$ cat src/design/aesh_defines.vh
// constants for the serial converter host controller
`ifndef AESH_DEFINES_VH
`define AESH_DEFINES_VH
`define AESH_WORD_BITS 24
`define AESH_BYTE_BITS 8
`define AESH_BYTES_MAX 3
`define AESH_CLK_DIV 4
`define AESH_CMD_DATA 2'h0
`define AESH_CMD_CTRL_RD 2'h1
`define AESH_CMD_CAL_RD 2'h2
`define AESH_CMD_WRITE 2'h3
`endif

$ cat src/design/aesh_sync.v
// two flip-flop synchroniser for pin inputs
`timescale 1ns/100ps
module aesh_sync #(
    parameter WIDTH = 1
) (
    // clock and reset
    input wire ref_clk_i,
    input wire resetn_i,
    // pins in, synchronised out
    input wire [WIDTH-1:0] async_i,
    input wire [WIDTH-1:0] rst_val_i,
    output wire [WIDTH-1:0] sync_o
);
    reg [WIDTH-1:0] meta_q; // first stage, read only by second stage
    reg [WIDTH-1:0] sync_q; // second stage
    genvar gi;
    // per bit, though every bit resets to 1 and rst_val_i is not used
    generate
        for (gi = 0; gi < WIDTH; gi = gi + 1) begin : g_bit
            always @(posedge ref_clk_i or negedge resetn_i) begin
                if (!resetn_i) begin
                    meta_q[gi] <= 1'b1; // idle high lines
                    sync_q[gi] <= 1'b1;
                end else begin
                    meta_q[gi] <= async_i[gi];
                    sync_q[gi] <= meta_q[gi];
                end
            end
        end
    endgenerate
    assign sync_o = sync_q;
endmodule // aesh_sync

$ cat src/design/aesh_host.v
// host controller driving the converter serial port in external clocking mode
`timescale 1ns/100ps
`include "aesh_defines.vh"
module aesh_host #(
    parameter CLK_DIV = `AESH_CLK_DIV,      // half period of serial clock in ref cycles
    parameter TIED_WIRING = 0,              // 1: write frame is wired to register select
    parameter RX_BYTES = `AESH_BYTES_MAX    // bytes per data read (2 gives 16-bit words)
) (
    // clock and reset
    input wire ref_clk_i,
    input wire resetn_i,
    // user command
    input wire cmd_valid_i,
    input wire [1:0] cmd_op_i,
    input wire [23:0] cmd_wdata_i,
    input wire lsb_first_i,
    output wire cmd_ready_o,
    // user answer
    output reg rsp_valid_o,
    output reg [23:0] rsp_rdata_o,
    output wire busy_o,
    output wire data_avail_o,
    // converter pins
    output reg serial_clk_o,
    output reg read_frame_n_o,
    output reg write_frame_n_o,
    output reg register_select_o,
    input wire data_ready_n_i,
    input wire serial_data_line_i,
    output reg serial_data_line_o,
    output reg serial_data_line_oe_n_o
);
    // how a command runs:
    // - idle: serial clock low, both strobes and select high, data line released
    // - setup: the strobe drops, with select low for writes and, without tied wiring, control reads; a data read first waits for ready
    // - low and high: each serial clock phase lasts CLK_DIV reference cycles
    // - the converter moves its bit on our falling edge and we take it at the end of
    //   the next high phase, so the two-flop delay on the data pin fits in one phase
    // - gap: strobes, select and the data line go back to idle
    // - done: one-cycle answer pulse with the assembled word
    // limitation: CLK_DIV below 2 leaves no room for the synchroniser delay
    // limitation: writes always address control, so calibration cannot be written
    // trade-off: one gap cycle costs little and keeps select valid past the last bit

    // sequencer states
    localparam ST_IDLE = 3'h0;
    localparam ST_SETUP = 3'h1;
    localparam ST_LOW = 3'h2;
    localparam ST_HIGH = 3'h3;
    localparam ST_GAP = 3'h4;
    localparam ST_DONE = 3'h5;
    // counts derived from parameters, cut to the widths of their registers
    localparam [7:0] DIV_LAST = CLK_DIV - 1;
    localparam [4:0] RX_LAST = RX_BYTES * `AESH_BYTE_BITS - 1;
    localparam [4:0] W_LAST = `AESH_WORD_BITS - 1;

    // synchronised pins
    wire [1:0] pins_sync; // synchronised ready and serial data
    wire ready_n_s;
    wire serial_data_line_s;
    // sequencer and shift state
    reg [2:0] state_q;
    reg [7:0] div_q;       // serial clock phase timer
    reg [4:0] bit_q;       // bits moved in this word
    reg [4:0] last_q;      // index of the final bit
    reg [23:0] sh_q;       // shift register, msb goes first
    reg is_wr_q;
    reg is_data_q;
    reg is_ctrl_q;         // control read: the only read that wants select low
    reg lsb_q;
    wire [23:0] rev_bytes;

    // ready and data come from outside, two flops before any logic reads them
    aesh_sync #(.WIDTH(2)) u_sync (
        .ref_clk_i(ref_clk_i),
        .resetn_i(resetn_i),
        .async_i({data_ready_n_i, serial_data_line_i}),
        .rst_val_i(2'h3),
        .sync_o(pins_sync)
    );
    assign ready_n_s = pins_sync[1];
    assign serial_data_line_s = pins_sync[0];

    // per byte reversal for lsb-first users, each byte on its own
    // works on the captured word, so it serves writes in setup and reads in done
    genvar gb;
    genvar gk;
    generate
        for (gb = 0; gb < 3; gb = gb + 1) begin : g_byte
            for (gk = 0; gk < 8; gk = gk + 1) begin : g_bit
                assign rev_bytes[gb*8+gk] = (lsb_q ? sh_q[gb*8+7-gk] : sh_q[gb*8+gk]);
            end
        end
    endgenerate

    // ready and busy are combinational from the state, data_avail_o from the synchronised ready pin
    assign cmd_ready_o = (state_q == ST_IDLE);
    assign busy_o = (state_q != ST_IDLE);
    assign data_avail_o = ~ready_n_s; // level usable as a polled flag or edge source

    // main sequencer: setup, then 24 (or 16) clock periods, then idle lines
    always @(posedge ref_clk_i or negedge resetn_i) begin
        if (!resetn_i) begin
            // sequencer idle, shift state cleared
            state_q <= ST_IDLE;
            div_q <= 8'h00;
            bit_q <= 5'h00;
            last_q <= 5'h00;
            sh_q <= 24'h000000;
            is_wr_q <= 1'b0;
            is_data_q <= 1'b0;
            is_ctrl_q <= 1'b0;
            lsb_q <= 1'b0;
            rsp_valid_o <= 1'b0;
            rsp_rdata_o <= 24'h000000;
            // strobes and select idle high, data line released
            serial_clk_o <= 1'b0;
            read_frame_n_o <= 1'b1;
            write_frame_n_o <= 1'b1;
            register_select_o <= 1'b1;
            serial_data_line_o <= 1'b0;
            serial_data_line_oe_n_o <= 1'b1;
        end else begin
            rsp_valid_o <= 1'b0;
            case (state_q)
                ST_IDLE: begin
                    // the only state that takes a command, one at a time
                    serial_clk_o <= 1'b0; // clock low between operations
                    lsb_q <= lsb_first_i;
                    if (cmd_valid_i) begin
                        is_wr_q <= (cmd_op_i == `AESH_CMD_WRITE);
                        is_data_q <= (cmd_op_i == `AESH_CMD_DATA);
                        is_ctrl_q <= (cmd_op_i == `AESH_CMD_CTRL_RD);
                        // data reads may be 16 bits, register access always 24
                        last_q <= (cmd_op_i == `AESH_CMD_DATA) ? RX_LAST : W_LAST;
                        sh_q <= cmd_wdata_i;
                        div_q <= 8'h00;
                        bit_q <= 5'h00;
                        state_q <= ST_SETUP;
                    end
                end
                ST_SETUP: begin
                    // wait for ready only on data reads; register reads ignore it
                    if (!is_data_q || !ready_n_s) begin
                        if (is_wr_q) begin
                            // write path: first bit is on the line before the first rising clock
                            sh_q <= rev_bytes;
                            // select low with the write frame, as tied wiring forces anyway
                            register_select_o <= 1'b0;
                            write_frame_n_o <= 1'b0;
                            serial_data_line_oe_n_o <= 1'b0;
                            serial_data_line_o <= rev_bytes[23]; // msb first
                        end else if (is_ctrl_q && (TIED_WIRING == 0)) begin
                            // control read drops select together with the read frame
                            register_select_o <= 1'b0;
                            read_frame_n_o <= 1'b0; // read frame is the primary strobe
                        end else begin
                            // data and calibration sit behind select high; with tied wiring a
                            // control read lands here too, so control is never read
                            register_select_o <= 1'b1;
                            read_frame_n_o <= 1'b0;
                        end
                        state_q <= ST_LOW;
                    end else begin
                        // ready still high on a data read: the frame stays shut
                        state_q <= ST_SETUP;
                    end
                end
                ST_LOW: begin
                    // serial clock low phase
                    // device moves its bit on our falling edge; sample at the end of the following high phase
                    if (div_q == DIV_LAST) begin
                        div_q <= 8'h00;
                        serial_clk_o <= 1'b1;
                        state_q <= ST_HIGH;
                    end else begin
                        div_q <= div_q + 8'h01;
                    end
                end
                ST_HIGH: begin
                    // serial clock high phase; the converter takes our write bit here
                    if (div_q == DIV_LAST) begin
                        div_q <= 8'h00;
                        serial_clk_o <= 1'b0;
                        // shift in msb-first, two-stage sync delay covered by the half period
                        sh_q <= {sh_q[22:0], is_wr_q ? 1'b0 : serial_data_line_s};
                        // next write bit leaves on our falling edge, stable through the high phase
                        serial_data_line_o <= sh_q[22];
                        bit_q <= bit_q + 5'h01;
                        // last falling edge lets ready rise on data reads
                        state_q <= (bit_q == last_q) ? ST_GAP : ST_LOW;
                    end else begin
                        div_q <= div_q + 8'h01;
                    end
                end
                ST_GAP: begin
                    // release lines to idle high levels
                    read_frame_n_o <= 1'b1;
                    write_frame_n_o <= 1'b1;
                    register_select_o <= 1'b1;
                    // data line released so the converter may drive it on the next read
                    serial_data_line_oe_n_o <= 1'b1;
                    state_q <= ST_DONE;
                end
                ST_DONE: begin
                    // byte-wise assembly of the word as two or three bytes
                    rsp_valid_o <= 1'b1;
                    // lsb-first users get every byte mirrored, as on writes
                    if (is_data_q && (RX_BYTES == 2)) begin
                        // 16-bit words are zero-extended
                        rsp_rdata_o <= {8'h00, rev_bytes[15:0]};
                    end else begin
                        rsp_rdata_o <= rev_bytes;
                    end
                    state_q <= ST_IDLE;
                end
                // recover from an illegal state code
                default: begin
                    state_q <= ST_IDLE;
                end
            endcase
        end
    end
endmodule // aesh_host

$ cat config.mk
export PLATFORM = sky130hd
export DESIGN_NAME = aesh_host
export DESIGN_NICKNAME = d
export VERILOG_FILES = /design/src/design/aesh_sync.v /design/src/design/aesh_host.v
export VERILOG_INCLUDE_DIRS = /design/src /design/src/design
export SDC_FILE = /design/constraint.sdc
export NUM_CORES = 1
export LEC_CHECK = 0
export BUFFER_PORTS_ARGS = -buffer_cell sky130_fd_sc_hd__buf_4
export CORE_MARGIN = 2
export CORE_UTILIZATION = 27
export DETAILED_ROUTE_END_ITERATION = 6
export RECOVER_POWER = 25
export SYNTH_ARGS = -nofsm -noshare
export SYNTH_HDL_FRONTEND = slang
export SYNTH_SLANG_ARGS = --single-unit
$ cat constraint.sdc
create_clock -name ref_clk_i -period 3.2 [get_ports ref_clk_i]
set_input_delay 0.96 -clock ref_clk_i [delete_from_list [all_inputs] [get_ports ref_clk_i]]
set_output_delay 0.96 -clock ref_clk_i [all_outputs]
set_load 0.02 [all_outputs]
==> results.cfg, run 1 <==
[global_route]
grt_pass1_vias = 3412
grt-ovfl-total = 0
gr-usage-all-layers_pct = 13.9
grt_pass1_wl_mm = 17.7
antenna_found_initial = 0
grt_max_degree = 80

[power_and_ir_drop]
total_power_mw = 2.25
p_leak_nw = 2.10
power.density_nw_per_um2 = 453
ir_drop_mv = 0.271

[drt]
drtPass1Iterations = 5
wl_per_cell_um = 16.0
maxUsedRoutingLayer = met4
wirelength_mm = 10.6
wl_met3_um = 519
dr_wl_met2_mm = 4.88
drt_iter0_markers = 282
vias = 3419
wl_met1_mm = 5.06
viasPerCell = 5.16
ant_nets = 0
drc = 0

[clock_network]
clk_latency_ps = 340
cts.sink_count = 79
cts_buffers = 9
clk_pin_slew_ps = 60
post_cts.repair.setup_buffers = 0
holdBufCountCts = 0
cts_root_buf = clkbuf_16
htreeDepth = 3
cts_tree = yes
cts_resized = 0
clockBufferDepth = 2

[synthesis]
synthXorXnorAreaFrac_pct = 0.658
synth_top_family_by_area = compound AO/OA/AOI/OAI gates
synth_fp_nets = 457
synth_seq_cells = 79
synth_area_um2 = 3990
synth-compound-area-share_pct = 25.9
yosysTopAreaCellShare_pct = 45.1
async_flop_share_pct = 100
synthTopCellsByArea = dfrtp_1, nand2_1, dfstp_2, o2bb2ai_1, o21ai_0
yosysMostFrequentCell = dfrtp_1
synth_common_cells = dfrtp_1, nand2_1, o21ai_0
yosys_warnings = 0
synthCells = 423
seq_area_frac_synth_pct = 49.7
synth.distinct_cells = 48
yosysTopAreaCell = dfrtp_1
synth_mux_area_share_pct = 2.60
synthFlopType = dfrtp_1
postSynthAreaPerCell_um2 = 9.44
yosys.area_share.simple_pct = 16.4
synth_edf_count = 0
synthAdderAreaFrac_pct = 0.627

[placement]
port_buffers = 65
post-dp-hpwl_mm = 7.04
dpl.cell_count = 647
place_congestion = 0.801

[worst_setup_path]
startpoint_type = flop
cp.arrival_ps = 1590
critPathRequiredTime_ps = 2240
critical_path_class = flop to output pin
endpoint_kind = output pin
crit_fanout = 12

[final_layout]
seqCellArea_um2 = 1990
drive_gt1_share_pct = 23.0
antenna_cells = 0
syn2layout_area_growth_pct = 24.7
n_fill_cell = 1446
layout.nets = 508
stdcell_count = 662
multi_input_area_um2 = 1850

[timing]
setup_viol = 0
worst_pin_slew_ps = 1960
setup_tns_ps = 0
final-hold-violation-count = 0
max_freq_mhz = 393
fin_skew_ps = 10.4
rsz0062_at_grt = false
drv_slew = 80
period_minus_slack_ps = 2550
period_share_pct = 79.6
relSlewSlack_pct = -30.8

[min_path]
hold_path_class = flop to flop

[floorplanning]
die_area_um2 = 15800
fp.dieH_um = 126
fp-row-count = 44
coreArea_um2 = 14500
io_pins = 66
die_x_um = 126
initial_utilization_pct = 27.6

[status]
status = finished, violations left
violations = capacitance limit, slew limit

[job]
drv_cap = 1
[flip-flops by register name, summed over array words and instances, names as in the netlist]
register	count
sh_q	24
bit_q	5
serial_data_line_oe_n_o	1
u_sync.sync_o	2
serial_data_line_o	1
u_sync.meta_q	2
state_q	3
is_wr_q	1
last_q	1
div_q	8
register_select_o	1
rsp_rdata_o	24
lsb_q	1
rsp_valid_o	1
read_frame_n_o	1
is_data_q	1
serial_clk_o	1
is_ctrl_q	1
[cell usage in the layout, fill, tap and decap left out, types with 3 or more instances in the layout]
master     count
a21oi_1       29
a22o_1         4
a2bb2oi_1      5
a31oi_1       21
and3_2         3
buf_4         68
bufinv_16      3
clkbuf_16      9
clkbuf_4       3
dfrtp_1       72
dfstp_2        7
inv_1          9
mux2_2         3
mux2i_1        7
nand2_1       67
nand2b_1      25
nand3_1        7
nand4_1        3
nor2_1        14
o211ai_1      22
o21ai_0       36
o22a_1         3
o2bb2ai_1     21
o31ai_1        3
[critical path, cell delays in order, from the launching register on]
cell	delay (ps)
dfrtp_1	500
nor3_1	500
inv_1	80
buf_4	170
[final cells by class]
class / count / share of cell area, %
sequential: 79 / 39.9
multi-input combinational: 303 / 37.1
timing repair buffer: 72 / 10.8
clock buffer: 10 / 4.80
tap: 184 / 4.62
clock inverter: 5 / 2.14
inverter: 9 / 0.678
[per-layer routing]
layer  global-route usage [%]  vias to the layer above
li1                         -                     1635
met1                     19.6                     1686
met2                     21.1                       85
met3                     3.42                       13
met4                     4.38                        0
met5                        0                        -
[per-stage QoR]
stage	worst slack (ps)	hold WS (ps)	utilization (%)	area [µm²]
finish	654	357	34.4	4980
detailed placement	695	351	32.1	4650
CTS	643	358	34.5	4990
global route	325	361	34.4	4980
global placement	730	348	32.1	4650
floorplan	776	345	-	3990
[cell families (layout without fill, tap and decap cells)]
logic type | count (synthesis) | after routing
compound gates | 155 | 155
simple gates | 133 | 133
xor+xnor | 3 | 3
flops | 79 | 79
buf+inv | 41 | 96
mux | 10 | 10
fa+ha+maj | 2 | 2
[worst paths after layout]
kind / from / endpoint / slack [ps] / cells after the start
min: u_sync.meta_q[1] / u_sync.sync_o[1] / 360 / 0
min reg2reg: u_sync.meta_q[1] / u_sync.sync_o[1] / 360 / 0
max: state_q[0] / busy_o / 650 / 3
min in group asynchronous: resetn_i / rsp_valid_o / 1300 / 2
max in group asynchronous: resetn_i / div_q[1] / 760 / 2
max reg2reg: state_q[1] / rsp_rdata_o[11] / 770 / 5
[power breakdown]
part           internal, mW  total [mW]  switching [mW]
sequential             1.00        1.00         0.00108
clock                 0.780        1.18           0.403
combinational        0.0314      0.0656          0.0342
total                  1.82        2.25           0.439
Note: power is estimated with default switching activity, not from simulation.
==> run 2, diff against run 1 <==
clock period = 2.4 ns   (was 3.2 ns; I/O delays follow)
==> run 2 against run 1 <==
The run still ends with capacitance limit, slew limit left; die area unchanged; via count grew 0.15%; global-route usage grew 0.31 points; cell count increased by 1.1%; critical path depth up 1; final area increased by 1.3%; worst hold slack better by 3.1 ps; sequential cell count did not move; combinational power increased by 39%; first-iteration DRC count rose by 2.8%.
==> results.cfg, run 2 (synthesis gave the netlist of run 1 again) <==
[clock_network]
htreeDepth = 3
clockBufferDepth = 2
cts_tree = yes
cts.sink_count = 79
clk_latency_ps = 340
cts_root_buf = clkbuf_16
holdBufCountCts = 0
cts_buffers = 9
clk_pin_slew_ps = 60

[timing]
setup_viol = 0
period_share_pct = 94.0
setup_tns_ps = 0
worst_pin_slew_ps = 1760
drv_slew = 31
rsz0062_at_grt = false
final-hold-violation-count = 0
period_minus_slack_ps = 2260
fin_skew_ps = 9.79
max_freq_mhz = 443
relSlewSlack_pct = -17.6

[final_layout]
reg.largest.list = rsp_rdata_o: 24 flops, sh_q: 24 flops, div_q: 8 flops
antenna_cells = 0
syn2layout_area_growth_pct = 26.3
final_cell_mix = buf_4, dfrtp_1, nand2_1
final_area_um2 = 5040
layout.nets = 514
stdcell_count = 669
drive_gt1_share_pct = 23.3
layout_commonest_cell = buf_4

[placement]
post-dp-hpwl_mm = 7.45
dpl_cell_area_um2 = 4710
place_congestion = 0.774
port_buffers = 65
dpl.cell_count = 653

[worst_setup_path]
reg2reg_slack_ps = 400
reg2reg_depth = 6
startpoint_type = flop
critical_path_class = flop to output pin
r2r_start = div_q[0]
r2r-end = sh_q[6]
crit_fanout = 11
cp_slowest_stage_delay_ps = 400
worstPathBufferInverterCount = 3
cp_slowest_cell = nor3_1
endpoint_kind = output pin
cp_cell_sequence = buf_4 -> nor3_1 -> inv_1 -> buf_4
worst_path_most_repeated_cell = buf_4
cp.arrival_ps = 1540
path_delay_family = buffers and inverters
critPathRequiredTime_ps = 1680

[floorplanning]
initial_utilization_pct = 27.6
coreArea_um2 = 14500
fp-row-count = 44
die_area_um2 = 15800
io_pins = 66
die_x_um = 126
fp.dieH_um = 126

[global_route]
grt_pass1_vias = 3414
grt_pass1_wl_mm = 17.8
grt-ovfl-total = 0
gr-usage-all-layers_pct = 14.2
grt_max_degree = 50
antenna_found_initial = 0

[drt]
wirelength_mm = 10.9
ant_nets = 0
drc = 0
wl_per_cell_um = 16.3
drtPass1Iterations = 4
drt_iter0_markers = 290
vias = 3424
viasPerCell = 5.12

[min_path]
min_from = u_sync.meta_q[1]
whs_path_depth = 0
hold_path_class = flop to flop
worstHoldEndpoint = u_sync.sync_o[1]

[power_and_ir_drop]
power.density_nw_per_um2 = 591
total_power_mw = 2.98
p_leak_nw = 2.14
ir_drop_mv = 0.315

[status]
violations = capacitance limit, slew limit
status = finished, violations left

[job]
drv_cap = 1
run 2: metrics by stage:
step	hold slack [ps]	utilization [%]	setup slack, ps
CTS	319	34.8	119
finish	360	34.8	143
floorplan	345	-	216
detailed placement	348	32.5	142
global route	367	34.8	14.7
global placement	348	32.5	193
run 2: worst max-delay path by stage:
stage | from | end | slack [ps] | depth (start not counted)
after floorplan | state_q[2] | busy_o | 220 | 3
final | state_q[0] | busy_o | 140 | 4
after global placement | div_q[0] | sh_q[4] | 190 | 5
after detailed placement | div_q[0] | sh_q[20] | 140 | 5
after CTS | div_q[0] | sh_q[20] | 120 | 5
after global routing | state_q[0] | busy_o | 10 | 4
run 2: report_power, final:
| group | switching [mW] | internal, mW |
|---|---|---|
| registers | 0.00164 | 1.34 |
| logic | 0.0468 | 0.0443 |
| clock network | 0.531 | 1.02 |
run 2: worst reg2reg max path: stages (launching register included):
cell	delay (ps)
dfrtp_1	390
ha_1	250
nor4b_4	410
and2_2	290
o211ai_2	90
buf_4	250
o2bb2ai_1	170
run 2: what timing repair did:
action,CTS,global route
setup buffers,0,0
setup endpoints to repair,0,17
gates resized for setup,0,1
run 2: final cells by class:
cell class | instances | area (µm²)
clock inverters | 4 | 95.1
inverters | 9 | 33.8
clock buffers | 12 | 236
flip-flops and latches | 79 | 1990
multi-input cells | 303 | 1850
well taps | 184 | 230
repair buffers | 78 | 607
fillers | 1492 | 9440
run 2: routing by layer:
metal / global-route usage [%] / routed length [µm] / up-vias
met2: 21.9 / 5150 / 87
li1: - / - / 1653
met4: 4.44 / 154 / 0
met3: 4.28 / 557 / 11
met1: 19.3 / 5010 / 1673
met5: 0 / 0 / -
